--- src/design/erc_pkg.sv ---
`default_nettype none

package erc_pkg;

  // ************************************************************
  // Register indices (byte address is four times the index)
  // ************************************************************
  localparam logic [5:0] IDX_LCV_HIGH   = 6'h16;
  localparam logic [5:0] IDX_LCV_LOW    = 6'h17;
  localparam logic [5:0] IDX_CRC_HIGH   = 6'h18;
  localparam logic [5:0] IDX_CRC_LOW    = 6'h19;
  localparam logic [5:0] IDX_IRQ_ZERO   = 6'h1B;
  localparam logic [5:0] IDX_IRQ_ONE    = 6'h1C;
  localparam logic [5:0] IDX_CONTROL    = 6'h20;
  localparam logic [5:0] IDX_MASK_ZERO  = 6'h21;
  localparam logic [5:0] IDX_MASK_ONE   = 6'h22;
  localparam logic [5:0] IDX_OVFL       = 6'h23;

  // ************************************************************
  // Field positions
  // ************************************************************
  localparam int CTL_EXZ_BIT      = 0;
  localparam int CTL_OVFL_EN_BIT  = 1;
  localparam int OVFL_LCV_BIT     = 3;

  localparam int W0_FRAME_SYNC    = 7;
  localparam int W0_MF_SYNC       = 6;
  localparam int W0_CRC_SYNC      = 5;
  localparam int W0_ALL_ONES      = 4;
  localparam int W0_SIG_LOSS      = 3;
  localparam int W0_DOUBLE_FAS    = 2;
  localparam int W0_MF_LOSS       = 1;
  localparam int W0_SLIP          = 0;

  localparam int W1_FAS_BIT       = 7;
  localparam int W1_LOCAL_CRC     = 6;
  localparam int W1_FAR_EBIT      = 5;
  localparam int W1_SLOT16        = 4;
  localparam int W1_BIPOLAR       = 3;
  localparam int W1_PATTERN       = 2;
  localparam int W1_ALTERNATING   = 1;
  localparam int W1_REMOTE        = 0;

  // ************************************************************
  // Reset values and counts
  // ************************************************************
  localparam logic [7:0]  RST_BYTE     = 8'h00;
  localparam logic [15:0] RST_COUNT    = 16'h0000;
  localparam logic [7:0]  LOW_ROLL     = 8'hFF;
  localparam logic [9:0]  AUX_RUN_BITS = 10'h200;

endpackage

`default_nettype wire

--- src/design/erc_rx_monitor.sv ---
// Implementation choice: the APB slave port.
`timescale 1ns/1ps
`default_nettype none

module erc_rx_monitor (
  input  wire logic        pclk,
  input  wire logic        presetn,
  input  wire logic        psel,
  input  wire logic        penable,
  input  wire logic        pwrite,
  input  wire logic [7:0]  paddr,
  input  wire logic [31:0] pwdata,
  output logic [31:0]      prdata,
  output logic             pready,
  output logic             pslverr,
  input  wire logic        bipolar_violation,
  input  wire logic        excess_zero_seen,
  input  wire logic        crc_error,
  input  wire logic        frame_sync,
  input  wire logic        multiframe_sync,
  input  wire logic        crc_sync,
  input  wire logic        all_ones,
  input  wire logic        signal_loss,
  input  wire logic        double_errored_fas,
  input  wire logic        multiframe_loss,
  input  wire logic        receive_slip,
  input  wire logic        fas_bit_error,
  input  wire logic        far_end_error_bit,
  input  wire logic        slot16_all_ones,
  input  wire logic        test_pattern_error,
  input  wire logic        rx_bit,
  input  wire logic        rx_bit_valid,
  input  wire logic        nfas_valid,
  input  wire logic        nfas_bit3,
  output logic             lcv_overflow_pending
);

  // ************************************************************
  // Address decode
  // ************************************************************
  function automatic logic idx_mapped(input logic [5:0] idx);
    case (idx)
      erc_pkg::IDX_LCV_HIGH,
      erc_pkg::IDX_LCV_LOW,
      erc_pkg::IDX_CRC_HIGH,
      erc_pkg::IDX_CRC_LOW,
      erc_pkg::IDX_IRQ_ZERO,
      erc_pkg::IDX_IRQ_ONE,
      erc_pkg::IDX_CONTROL,
      erc_pkg::IDX_MASK_ZERO,
      erc_pkg::IDX_MASK_ONE,
      erc_pkg::IDX_OVFL:
        idx_mapped = 1'b1;
      default:
        idx_mapped = 1'b0;
    endcase
  endfunction

  logic [5:0]  idx;
  logic        hit;
  logic        done;
  logic        rd_done;
  logic        wr_done;
  logic        rd_irq_zero;
  logic        rd_irq_one;
  logic        rd_ovfl;

  logic        pready_q;
  logic        pslverr_q;
  logic [31:0] prdata_q;
  logic [31:0] prdata_d;

  logic [7:0]  control_q;
  logic [7:0]  mask_zero_q;
  logic [7:0]  mask_one_q;
  logic [15:0] lcv_count_q;
  logic [15:0] crc_count_q;
  logic [7:0]  irq_zero_q;
  logic [7:0]  irq_one_q;
  logic [7:0]  ovfl_q;
  logic [7:0]  ev_zero;
  logic [7:0]  ev_one;
  logic        lcv_event;
  logic        lcv_roll;

  logic        frame_sync_q;
  logic        multiframe_sync_q;
  logic        crc_sync_q;
  logic        all_ones_q;
  logic        prev_bit_q;
  logic [9:0]  alt_run_q;
  logic        alt_hit;

  assign idx         = paddr[7:2];
  assign hit         = idx_mapped(idx) && (paddr[1:0] == 2'b00);
  assign done        = psel && penable && pready_q;
  assign rd_done     = done && !pwrite && hit;
  assign wr_done     = done && pwrite && hit;
  assign rd_irq_zero = rd_done && (idx == erc_pkg::IDX_IRQ_ZERO);
  assign rd_irq_one  = rd_done && (idx == erc_pkg::IDX_IRQ_ONE);
  assign rd_ovfl     = rd_done && (idx == erc_pkg::IDX_OVFL);

  // ************************************************************
  // APB slave: one wait state, then data and ready from flops
  // ************************************************************
  // Writes to counters and status words are dropped with no error
  always_ff @(posedge pclk or negedge presetn)
  begin
    if (!presetn)
    begin
      pready_q  <= 1'b0;
      pslverr_q <= 1'b0;
      prdata_q  <= 32'h0000_0000;
    end
    else
    begin
      pready_q  <= psel && penable && !pready_q;
      pslverr_q <= psel && penable && !pready_q && !hit;
      prdata_q  <= (psel && penable && !pready_q && !pwrite) ?
                   prdata_d : 32'h0000_0000;
    end
  end

  always_comb
  begin
    prdata_d = 32'h0000_0000;
    case (idx)
      erc_pkg::IDX_LCV_HIGH:  prdata_d[7:0] = lcv_count_q[15:8];
      erc_pkg::IDX_LCV_LOW:   prdata_d[7:0] = lcv_count_q[7:0];
      erc_pkg::IDX_CRC_HIGH:  prdata_d[7:0] = crc_count_q[15:8];
      erc_pkg::IDX_CRC_LOW:   prdata_d[7:0] = crc_count_q[7:0];
      erc_pkg::IDX_IRQ_ZERO:  prdata_d[7:0] = irq_zero_q;
      erc_pkg::IDX_IRQ_ONE:   prdata_d[7:0] = irq_one_q;
      erc_pkg::IDX_CONTROL:   prdata_d[7:0] = control_q;
      erc_pkg::IDX_MASK_ZERO: prdata_d[7:0] = mask_zero_q;
      erc_pkg::IDX_MASK_ONE:  prdata_d[7:0] = mask_one_q;
      erc_pkg::IDX_OVFL:      prdata_d[7:0] = ovfl_q;
      default:                prdata_d      = 32'h0000_0000;
    endcase
    if (!(paddr[1:0] == 2'b00))
    begin
      prdata_d = 32'h0000_0000;
    end
  end

  assign prdata  = prdata_q;
  assign pready  = pready_q;
  assign pslverr = pslverr_q;

  // ************************************************************
  // Software control and mask registers
  // ************************************************************
  always_ff @(posedge pclk or negedge presetn)
  begin
    if (!presetn)
    begin
      control_q <= erc_pkg::RST_BYTE;
    end
    else if (wr_done && (idx == erc_pkg::IDX_CONTROL))
    begin
      control_q <= pwdata[7:0];
    end
  end

  // Mask bit high lets its event through; reset masks every event
  always_ff @(posedge pclk or negedge presetn)
  begin
    if (!presetn)
    begin
      mask_zero_q <= erc_pkg::RST_BYTE;
    end
    else if (wr_done && (idx == erc_pkg::IDX_MASK_ZERO))
    begin
      mask_zero_q <= pwdata[7:0];
    end
  end

  always_ff @(posedge pclk or negedge presetn)
  begin
    if (!presetn)
    begin
      mask_one_q <= erc_pkg::RST_BYTE;
    end
    else if (wr_done && (idx == erc_pkg::IDX_MASK_ONE))
    begin
      mask_one_q <= pwdata[7:0];
    end
  end

  // ************************************************************
  // Error counters
  // ************************************************************
  // No snapshot: a count landing between the two byte reads tears
  assign lcv_event = bipolar_violation ||
                     (control_q[erc_pkg::CTL_EXZ_BIT] &&
                      excess_zero_seen);
  assign lcv_roll  = lcv_event &&
                     (lcv_count_q[7:0] == erc_pkg::LOW_ROLL);

  always_ff @(posedge pclk or negedge presetn)
  begin
    if (!presetn)
    begin
      lcv_count_q <= erc_pkg::RST_COUNT;
    end
    else if (lcv_event)
    begin
      lcv_count_q <= lcv_count_q + 16'h0001;
    end
  end

  always_ff @(posedge pclk or negedge presetn)
  begin
    if (!presetn)
    begin
      crc_count_q <= erc_pkg::RST_COUNT;
    end
    else if (crc_error)
    begin
      crc_count_q <= crc_count_q + 16'h0001;
    end
  end

  // Overflow latch: a new roll in the read cycle is kept
  always_ff @(posedge pclk or negedge presetn)
  begin
    if (!presetn)
    begin
      ovfl_q <= erc_pkg::RST_BYTE;
    end
    else
    begin
      if (rd_ovfl)
      begin
        ovfl_q <= erc_pkg::RST_BYTE;
      end
      if (lcv_roll && control_q[erc_pkg::CTL_OVFL_EN_BIT])
      begin
        ovfl_q[erc_pkg::OVFL_LCV_BIT] <= 1'b1;
      end
    end
  end

  assign lcv_overflow_pending = ovfl_q[erc_pkg::OVFL_LCV_BIT];

  // ************************************************************
  // Change detection on framer levels
  // ************************************************************
  // A level already high when reset ends reports one change
  always_ff @(posedge pclk or negedge presetn)
  begin
    if (!presetn)
    begin
      frame_sync_q      <= 1'b0;
      multiframe_sync_q <= 1'b0;
      crc_sync_q        <= 1'b0;
      all_ones_q        <= 1'b0;
    end
    else
    begin
      frame_sync_q      <= frame_sync;
      multiframe_sync_q <= multiframe_sync;
      crc_sync_q        <= crc_sync;
      all_ones_q        <= all_ones;
    end
  end

  // ************************************************************
  // Alternating pattern run detector
  // ************************************************************
  // A repeated bit restarts the run at one; a full run holds still
  always_ff @(posedge pclk or negedge presetn)
  begin
    if (!presetn)
    begin
      prev_bit_q <= 1'b0;
      alt_run_q  <= 10'h000;
    end
    else if (rx_bit_valid)
    begin
      prev_bit_q <= rx_bit;
      if ((rx_bit != prev_bit_q) && (alt_run_q != 10'h000))
      begin
        if (alt_run_q != erc_pkg::AUX_RUN_BITS)
        begin
          alt_run_q <= alt_run_q + 10'h001;
        end
      end
      else
      begin
        alt_run_q <= 10'h001;
      end
    end
  end

  // Fires once, on the bit that completes the run
  assign alt_hit = rx_bit_valid && (rx_bit != prev_bit_q) &&
                   (alt_run_q == erc_pkg::AUX_RUN_BITS - 10'h001);

  // ************************************************************
  // Interrupt events
  // ************************************************************
  always_comb
  begin
    ev_zero = 8'h00;
    ev_one  = 8'h00;
    ev_zero[erc_pkg::W0_FRAME_SYNC] = frame_sync != frame_sync_q;
    ev_zero[erc_pkg::W0_MF_SYNC]    =
      multiframe_sync != multiframe_sync_q;
    ev_zero[erc_pkg::W0_CRC_SYNC]   = crc_sync != crc_sync_q;
    ev_zero[erc_pkg::W0_ALL_ONES]   = all_ones != all_ones_q;
    ev_zero[erc_pkg::W0_SIG_LOSS]   = signal_loss;
    ev_zero[erc_pkg::W0_DOUBLE_FAS] = double_errored_fas;
    ev_zero[erc_pkg::W0_MF_LOSS]    = multiframe_loss;
    ev_zero[erc_pkg::W0_SLIP]       = receive_slip;
    ev_one[erc_pkg::W1_FAS_BIT]     = fas_bit_error &&
                                      frame_sync;
    ev_one[erc_pkg::W1_LOCAL_CRC]   = crc_error;
    ev_one[erc_pkg::W1_FAR_EBIT]    = far_end_error_bit;
    ev_one[erc_pkg::W1_SLOT16]      = slot16_all_ones;
    ev_one[erc_pkg::W1_BIPOLAR]     = bipolar_violation;
    ev_one[erc_pkg::W1_PATTERN]     = test_pattern_error;
    ev_one[erc_pkg::W1_ALTERNATING] = alt_hit;
    ev_one[erc_pkg::W1_REMOTE]      = nfas_valid && nfas_bit3;
  end

  // ************************************************************
  // Interrupt status words, clear on read, set wins
  // ************************************************************
  always_ff @(posedge pclk or negedge presetn)
  begin
    if (!presetn)
    begin
      irq_zero_q <= erc_pkg::RST_BYTE;
    end
    else
    begin
      irq_zero_q <= (rd_irq_zero ? erc_pkg::RST_BYTE : irq_zero_q) |
                    (ev_zero & mask_zero_q);
    end
  end

  always_ff @(posedge pclk or negedge presetn)
  begin
    if (!presetn)
    begin
      irq_one_q <= erc_pkg::RST_BYTE;
    end
    else
    begin
      irq_one_q <= (rd_irq_one ? erc_pkg::RST_BYTE : irq_one_q) |
                   (ev_one & mask_one_q);
    end
  end

endmodule

`default_nettype wire

--- config.mk ---
export PLATFORM = sky130hd
export DESIGN_NAME = erc_rx_monitor
export DESIGN_NICKNAME = d
export VERILOG_FILES = /design/src/design/erc_pkg.sv /design/src/design/erc_rx_monitor.sv
export SDC_FILE = /design/constraint.sdc
export NUM_CORES = 1
export LEC_CHECK = 0
export BUFFER_PORTS_ARGS = -buffer_cell sky130_fd_sc_hd__buf_2
export CAP_MARGIN = 20
export CORE_MARGIN = 2
export CORE_UTILIZATION = 50
export CTS_BUF_LIST = sky130_fd_sc_hd__clkbuf_2 sky130_fd_sc_hd__clkbuf_4 sky130_fd_sc_hd__clkbuf_8
export DETAILED_ROUTE_END_ITERATION = 12
export GPL_TIMING_DRIVEN = 0
export PLACE_DENSITY = 0.83
export SLEW_MARGIN = 20
export SYNTH_ARGS = -nofsm -noshare
export SYNTH_HDL_FRONTEND = slang
export SYNTH_SLANG_ARGS = --single-unit
export TNS_END_PERCENT = 10
--- constraint.sdc ---
create_clock -name pclk -period 3.15 [get_ports pclk]
set_input_delay 0.1575 -clock pclk [delete_from_list [all_inputs] [get_ports pclk]]
set_output_delay 0.1575 -clock pclk [all_outputs]
set_load 0.02 [all_outputs]
==> results of run 1 <==
[routing by layer]
metal  up-vias  global-route usage, %
met5         -                      0
met4         0                   6.36
met3        19                   5.36
met2       148                   33.3
met1      1755                   29.5
li1       1630                      -
[kinds of logic (layout without fill, tap and decap cells)]
logic type / after synthesis / count (layout) / share of synthesized area, %
other: 1 / 24 / 0.0772
and+or+nand+nor: 119 / 119 / 14.3
xor gates and xnor gates: 42 / 42 / 7.57
buffers and inverters: 39 / 109 / 5.07
DFF: 98 / 98 / 50.5
AOI/OAI and AO/OA: 60 / 60 / 9.84
muxes: 51 / 51 / 11.6
adders and majority gates: 4 / 4 / 1.03
[cell usage after synthesis, types with 3 or more instances]
| cell | number |
|---|---|
| a211oi_1 | 8 |
| a222oi_1 | 8 |
| a22o_1 | 24 |
| and2_1 | 8 |
| and3_1 | 10 |
| and4_1 | 3 |
| buf_2 | 5 |
| buf_4 | 25 |
| dfrtp_1 | 98 |
| ha_1 | 4 |
| inv_1 | 5 |
| mux2_2 | 42 |
| mux2i_1 | 9 |
| nand2_1 | 27 |
| nand3_1 | 13 |
| nand3b_1 | 3 |
| nand4_1 | 7 |
| nor2_1 | 23 |
| nor3_1 | 8 |
| nor4_1 | 4 |
| o21ai_0 | 11 |
| xnor2_1 | 18 |
| xor2_1 | 24 |
[stage by stage]
step	hold slack (ns)	cells
after floorplan	-0.138	437
after global placement	0.291	613
after detailed placement	0.0706	614
after CTS	0.0154	636
after global routing	0.0142	636
final	0.0198	636
[registers in the layout, summed over array words and instances (netlist names), 8 cells and up]
register / cells
mask_one_q: 8
prdata: 8
alt_run_q: 10
irq_zero_q: 8
crc_count_q: 16
irq_one_q: 8
control_q: 8
mask_zero_q: 8
lcv_count_q: 16
[how the worst min path moves through the flow]
| stage | start | endpoint |
|---|---|---|
| after CTS | double_errored_fas | irq_zero_q[2] |
| after floorplan | presetn | all_ones_q |
| after global routing | receive_slip | irq_zero_q[0] |
| final | receive_slip | irq_zero_q[0] |
| after global placement | multiframe_sync | multiframe_sync_q |
| after detailed placement | presetn | crc_sync_q |
[final cells by class]
type,count,area share (%)
Clock inverter,5,1.06
Timing Repair Buffer,54,5.83
Buffer,34,4.03
Inverter,5,0.332
Sequential cell,98,43.4
Multi-Input combinational cell,300,39.8
Clock buffer,11,2.68
Tap cell,129,2.86
[cell usage in the layout, fill, tap and decap left out, types with 3 or more instances in the layout]
master         count
a211oi_1           8
a222oi_1           8
a22o_1            24
and2_1             8
and3_1            10
and4_1             3
buf_2             51
buf_4             25
clkbuf_8          11
conb_1            24
dfrtp_1           98
dlygate4sd3_1      6
ha_1               4
inv_1              5
mux2_2            42
mux2i_1            9
nand2_1           27
nand3_1           13
nand3b_1           3
nand4_1            7
nor2_1            23
nor3_1             8
nor4_1             4
o21ai_0           11
xnor2_1           18
xor2_1            24
[power by group through the flow]
stage	Combinational [mW]	Sequential, mW	Clock [mW]
after global routing	0.545	1.55	0.924
after CTS	0.494	1.53	0.858
final	0.496	1.53	0.849
after detailed placement	0.486	1.55	0
after floorplan	0.350	1.51	0
after global placement	0.458	1.54	0
==> impl_metrics.json, run 1 <==
{
  "status": "completed",
  "seq_power_share_pct": 53.2,
  "multi_input_area_um2": 2250,
  "cp_cell_sequence": "a21oi_1 > nor4_1 > or3b_2 > xnor2_1",
  "synth-async-reset-ratio_pct": 100,
  "grt_pass1_vias": 3367,
  "synth_top_area_share_pct": 50.5,
  "postLayoutCellArea_um2": 5650,
  "route.met2.wl_mm": 4.99,
  "dieArea_um2": 10500,
  "core_um2": 9330,
  "grt_max_degree": 64,
  "final-hold-violation-count": 0,
  "clk_path_buf_depth": 2,
  "crit_arrival_ns": 2.18,
  "worstPathRequired_ns": 3.40,
  "synthCells": 414,
  "cts.sinks": 98,
  "final_antenna_net_count": 0,
  "ys_ff_latch": 98,
  "cts_setup_buffers": 0,
  "numPortBuffers": 47,
  "diodes": 0,
  "rsz0062_at_grt": "no",
  "power_frac_clock_pct": 29.5,
  "syn_area_per_cell_um2": 11.7,
  "gr-usage-all-layers_pct": 21.3,
  "crit_cells": 4,
  "place_congestion": 0.908,
  "path_buf_inv": 0,
  "p_int_mw": 2.03,
  "crit_end": "lcv_count_q[15]",
  "powerDensity_nw_per_um2": 509,
  "via_count": 3552,
  "leakagePower_nw": 2.76,
  "cap_violations": 0,
  "synthDistinctLibCells": 42,
  "fmax_mhz": 519,
  "finalCritPeriodShare_pct": 61.2,
  "wl_per_cell_um": 16.7,
  "worst_hold_path_type": "input pin to flip-flop",
  "worstSetupPathType": "flip-flop to flip-flop",
  "ys_seq_area_share_pct": 50.5,
  "place_area_um2": 5380,
  "syn_area_um2": 4860,
  "cp-end-kind": "flip-flop",
  "power.share.combinational_pct": 17.3,
  "synth_top_area_cell": "dfrtp_1",
  "wl_met3_um": 792,
  "switching_power_uw": 845,
  "drv_slew": 0,
  "die_h_um": 103,
  "switching_share_pct": 29.4,
  "crit_start": "control_q[0]",
  "slew_headroom_pct": 52.0,
  "pin_count": 99,
  "synth-edff-count": 0,
  "clkSlewWorstSetupHoldPaths_ns": 0.10,
  "n_fill_cell": 744,
  "viasPerCell": 5.58,
  "cts_tree": "yes",
  "skew_ns": 0.00898,
  "r2r_end": "lcv_count_q[15]",
  "regToRegSetupSlack_ns": 1.22,
  "hold_buffers": 6,
  "die_w_um": 103,
  "maxUsedRoutingLayer": "met4",
  "final.setup.tns_ns": 0,
  "drc": 0,
  "slowest_stage": "nor4_1",
  "layout-drive-gt1-share_pct": 28.2,
  "wl_mm": 10.6,
  "yosys_warnings": 0,
  "dp_hpwl_mm": 7.89,
  "cts_buffers": 9,
  "clk_latency_ns": 0.36,
  "final_util_pct": 60.5,
  "clock-root-buffer": "clkbuf_8",
  "preCtsSetupSlack_ns": 1.18,
  "fin_nets": 570,
  "cp_top_family": "simple AND/OR/NAND/NOR gates",
  "drtPass1Iterations": 7,
  "area_delta_synth_final_pct": 16.2,
  "cp_slowest_stage_delay_ns": 0.61,
  "synthTopCellsByArea": "dfrtp_1, mux2_2, a22o_1",
  "setup_slack_ns": 1.22,
  "grt_first_pass_wirelength_mm": 17.0,
  "start_util_pct": 52.1,
  "hold_depth": 2,
  "wl_met1_mm": 4.65,
  "tightest_slew_ns": 0.720,
  "antenna_found_initial": 0,
  "critPathLaunchType": "flip-flop",
  "synthFlopType": "dfrtp_1",
  "htreeDepth": 3,
  "ir_worst_vdd_mv": 0.310,
  "seq_area_um2": 2450,
  "drt_iter0_markers": 245,
  "layout_min_cycle_time_ns": 1.93,
  "timing.rr.start": "control_q[0]",
  "setup_viol": 0,
  "ctsResizeCount": 0,
  "grt_overflow": 0,
  "floorplan.rows": 35,
  "power_mw": 2.87,
  "ff2ff_path_depth": 4,
  "crit_fanout": 5
}
Note: power is estimated with default switching activity, not from simulation.
==> run 2: changes to the inputs <==
Settings changed: PLACE_DENSITY 0.83 to 0.86.
Clock period 3.15 ns to 1.7 ns, I/O delays scaled along.
==> run 2 against run 1 <==
Via count up 4.7%. Global-route usage up 1.6 points. Sequential share of layout area down 2.4 points. Maximum frequency up 15%. Die area unchanged. Hold slack better by 0.018 ns. Utilization up 3.7 points. Critical path type unchanged. Flip-flop and latch count unchanged. Register-to-register slack worse by 1.2 ns. Cell count up 3.9%.
==> impl_metrics.json, run 2 (synthesis results as in run 1) <==
{
  "core_um2": 9330,
  "p_int_mw": 3.87,
  "crit_arrival_ns": 1.92,
  "whs_ns": 0.0380,
  "cts_tree": "yes",
  "worstPathRequired_ns": 1.95,
  "viasPerCell": 5.63,
  "die_h_um": 103,
  "pin_count": 99,
  "setup_viol": 0,
  "die_w_um": 103,
  "fmax_mhz": 599,
  "start_util_pct": 52.1,
  "ff2ff_path_depth": 4,
  "grt_pass1_vias": 3574,
  "grt_max_degree": 66,
  "htreeDepth": 3,
  "top_regs": "crc_count_q: 16 flops, lcv_count_q: 16 flops, alt_run_q: 10 flops",
  "place_congestion": 0.867,
  "rsz0062_at_grt": "yes",
  "dp_hpwl_mm": 7.99,
  "fin_nets": 595,
  "multi_input_area_um2": 2300,
  "slew_headroom_pct": 46.3,
  "critPathLaunchType": "flip-flop",
  "layout_min_cycle_time_ns": 1.67,
  "clk_latency_ns": 0.37,
  "final-hold-violation-count": 0,
  "power_frac_clock_pct": 29.4,
  "clk_path_buf_depth": 2,
  "drt_iter0_markers": 335,
  "power.share.combinational_pct": 18.5,
  "switching_power_mw": 1.58,
  "antenna_found_initial": 0,
  "numPortBuffers": 47,
  "drtPass1Iterations": 8,
  "grt_first_pass_wirelength_mm": 18.2,
  "dieArea_um2": 10500,
  "cp_slowest_stage_delay_ns": 0.49,
  "drv_slew": 0,
  "seq_power_share_pct": 52.2,
  "final_cells": 661,
  "clock-root-buffer": "clkbuf_8",
  "cts_buffers": 9,
  "cp-end-kind": "flip-flop",
  "final_antenna_net_count": 0,
  "powerDensity_nw_per_um2": 909,
  "diodes": 0,
  "status": "completed",
  "finalCritPeriodShare_pct": 98.2,
  "skew_ns": 0.00960,
  "floorplan.rows": 35,
  "gr-usage-all-layers_pct": 22.9,
  "tightest_slew_ns": 0.805,
  "via_count": 3720,
  "wl_mm": 11.3,
  "cts.sinks": 98,
  "seq_area_um2": 2450,
  "slowest_stage": "or3b_2",
  "clkSlewWorstSetupHoldPaths_ns": 0.09,
  "switching_share_pct": 29.0,
  "worst_hold_path_type": "input pin to flip-flop",
  "layout-drive-gt1-share_pct": 28.9,
  "worstSetupPathType": "flip-flop to flip-flop",
  "ir_worst_vdd_mv": 0.793,
  "n_fill_cell": 676,
  "drc": 0,
  "leakagePower_nw": 2.89,
  "place_inst": 614,
  "final_common_cell": "dfrtp_1",
  "grt_overflow": 0,
  "wl_per_cell_um": 17.2,
  "crit_fanout": 5,
  "cp_cell_sequence": "nand3_1 > nor4_4 > or3b_2 > xnor2_1",
  "area_delta_synth_final_pct": 23.3,
  "hold_depth": 2,
  "final_cell_mix": "dfrtp_1, buf_2, mux2_2, dlygate4sd3_1, nand2_1",
  "cap_violations": 0
}
[run 2: cell types whose count changed in the layout (fill, tap and decap cells not counted), sizes merged]
cell and delta:
clkinv -1, buf +3, clkbuf +2, inv -1, dlygate4sd3 +22
[run 2: path summary, 6_finish.rpt]
check                           slack [ns]      startpoint                 to
worst max-delay path                  0.03  lcv_count_q[4]    lcv_count_q[15]
worst min-delay path                  0.04    rx_bit_valid         prev_bit_q
worst max register to register        0.03  lcv_count_q[4]    lcv_count_q[15]
worst min register to register        0.47          pready             pready
max in group asynchronous             0.88         presetn     lcv_count_q[3]
min in group asynchronous             0.18         presetn  multiframe_sync_q
[run 2: layer usage]
layer	vias to the layer above	GRT usage, %	wire (um)
li1	1681	-	-
met1	1834	30.7	4820
met3	27	5.42	859
met2	178	36.5	5380
met5	-	0	0
met4	0	8.72	275
[run 2: critical path: cells and delay by family (launching register included)]
kind	cells	cell delay, ns
flops	1	0.43
xor+xnor	1	0.13
simple gates	3	1.00
[run 2: layout make-up]
class	count	share of cell area, %
flip-flops and latches	98	41.0
multi-input cells	300	38.4
plain buffers	34	3.80
well taps	129	2.69
inverters	5	0.313
clock buffers	13	2.88
repair buffers	79	10.2
clock inverters	3	0.773
[run 2: power by group through the flow]
stage | clock network [mW] | logic (mW) | registers (mW)
after floorplan | 0 | 0.649 | 2.80
after global placement | 0 | 0.843 | 2.85
after detailed placement | 0 | 0.893 | 2.87
after CTS | 1.63 | 0.964 | 2.83
after global routing | 1.72 | 1.11 | 2.88
final | 1.60 | 1.01 | 2.84
[run 2: timing repair]
item / CTS / global route
buffers inserted: 2 / 1
endpoints found under the hold margin: 139 / 3
hold buffers: 27 / 1
endpoints found under the setup margin: 33 / 30
pin swaps: 4 / 4
gates resized for setup: 7 / 3
[run 2: through the flow]
stage               power [mW]  utilization (%)  setup TNS (ns)  setup WS [ns]  cell area, um^2
global route              5.71             64.2          -0.119        -0.0528             5990
finish                    5.45             64.2               0         0.0307             5990
CTS                       5.42             63.6         -0.0298        -0.0124             5940
global placement          3.70             57.3          -33.53         -0.480             5340
detailed placement        3.77             57.6           -5.62         -0.278             5380
floorplan                 3.45                -               0         0.0328             4950
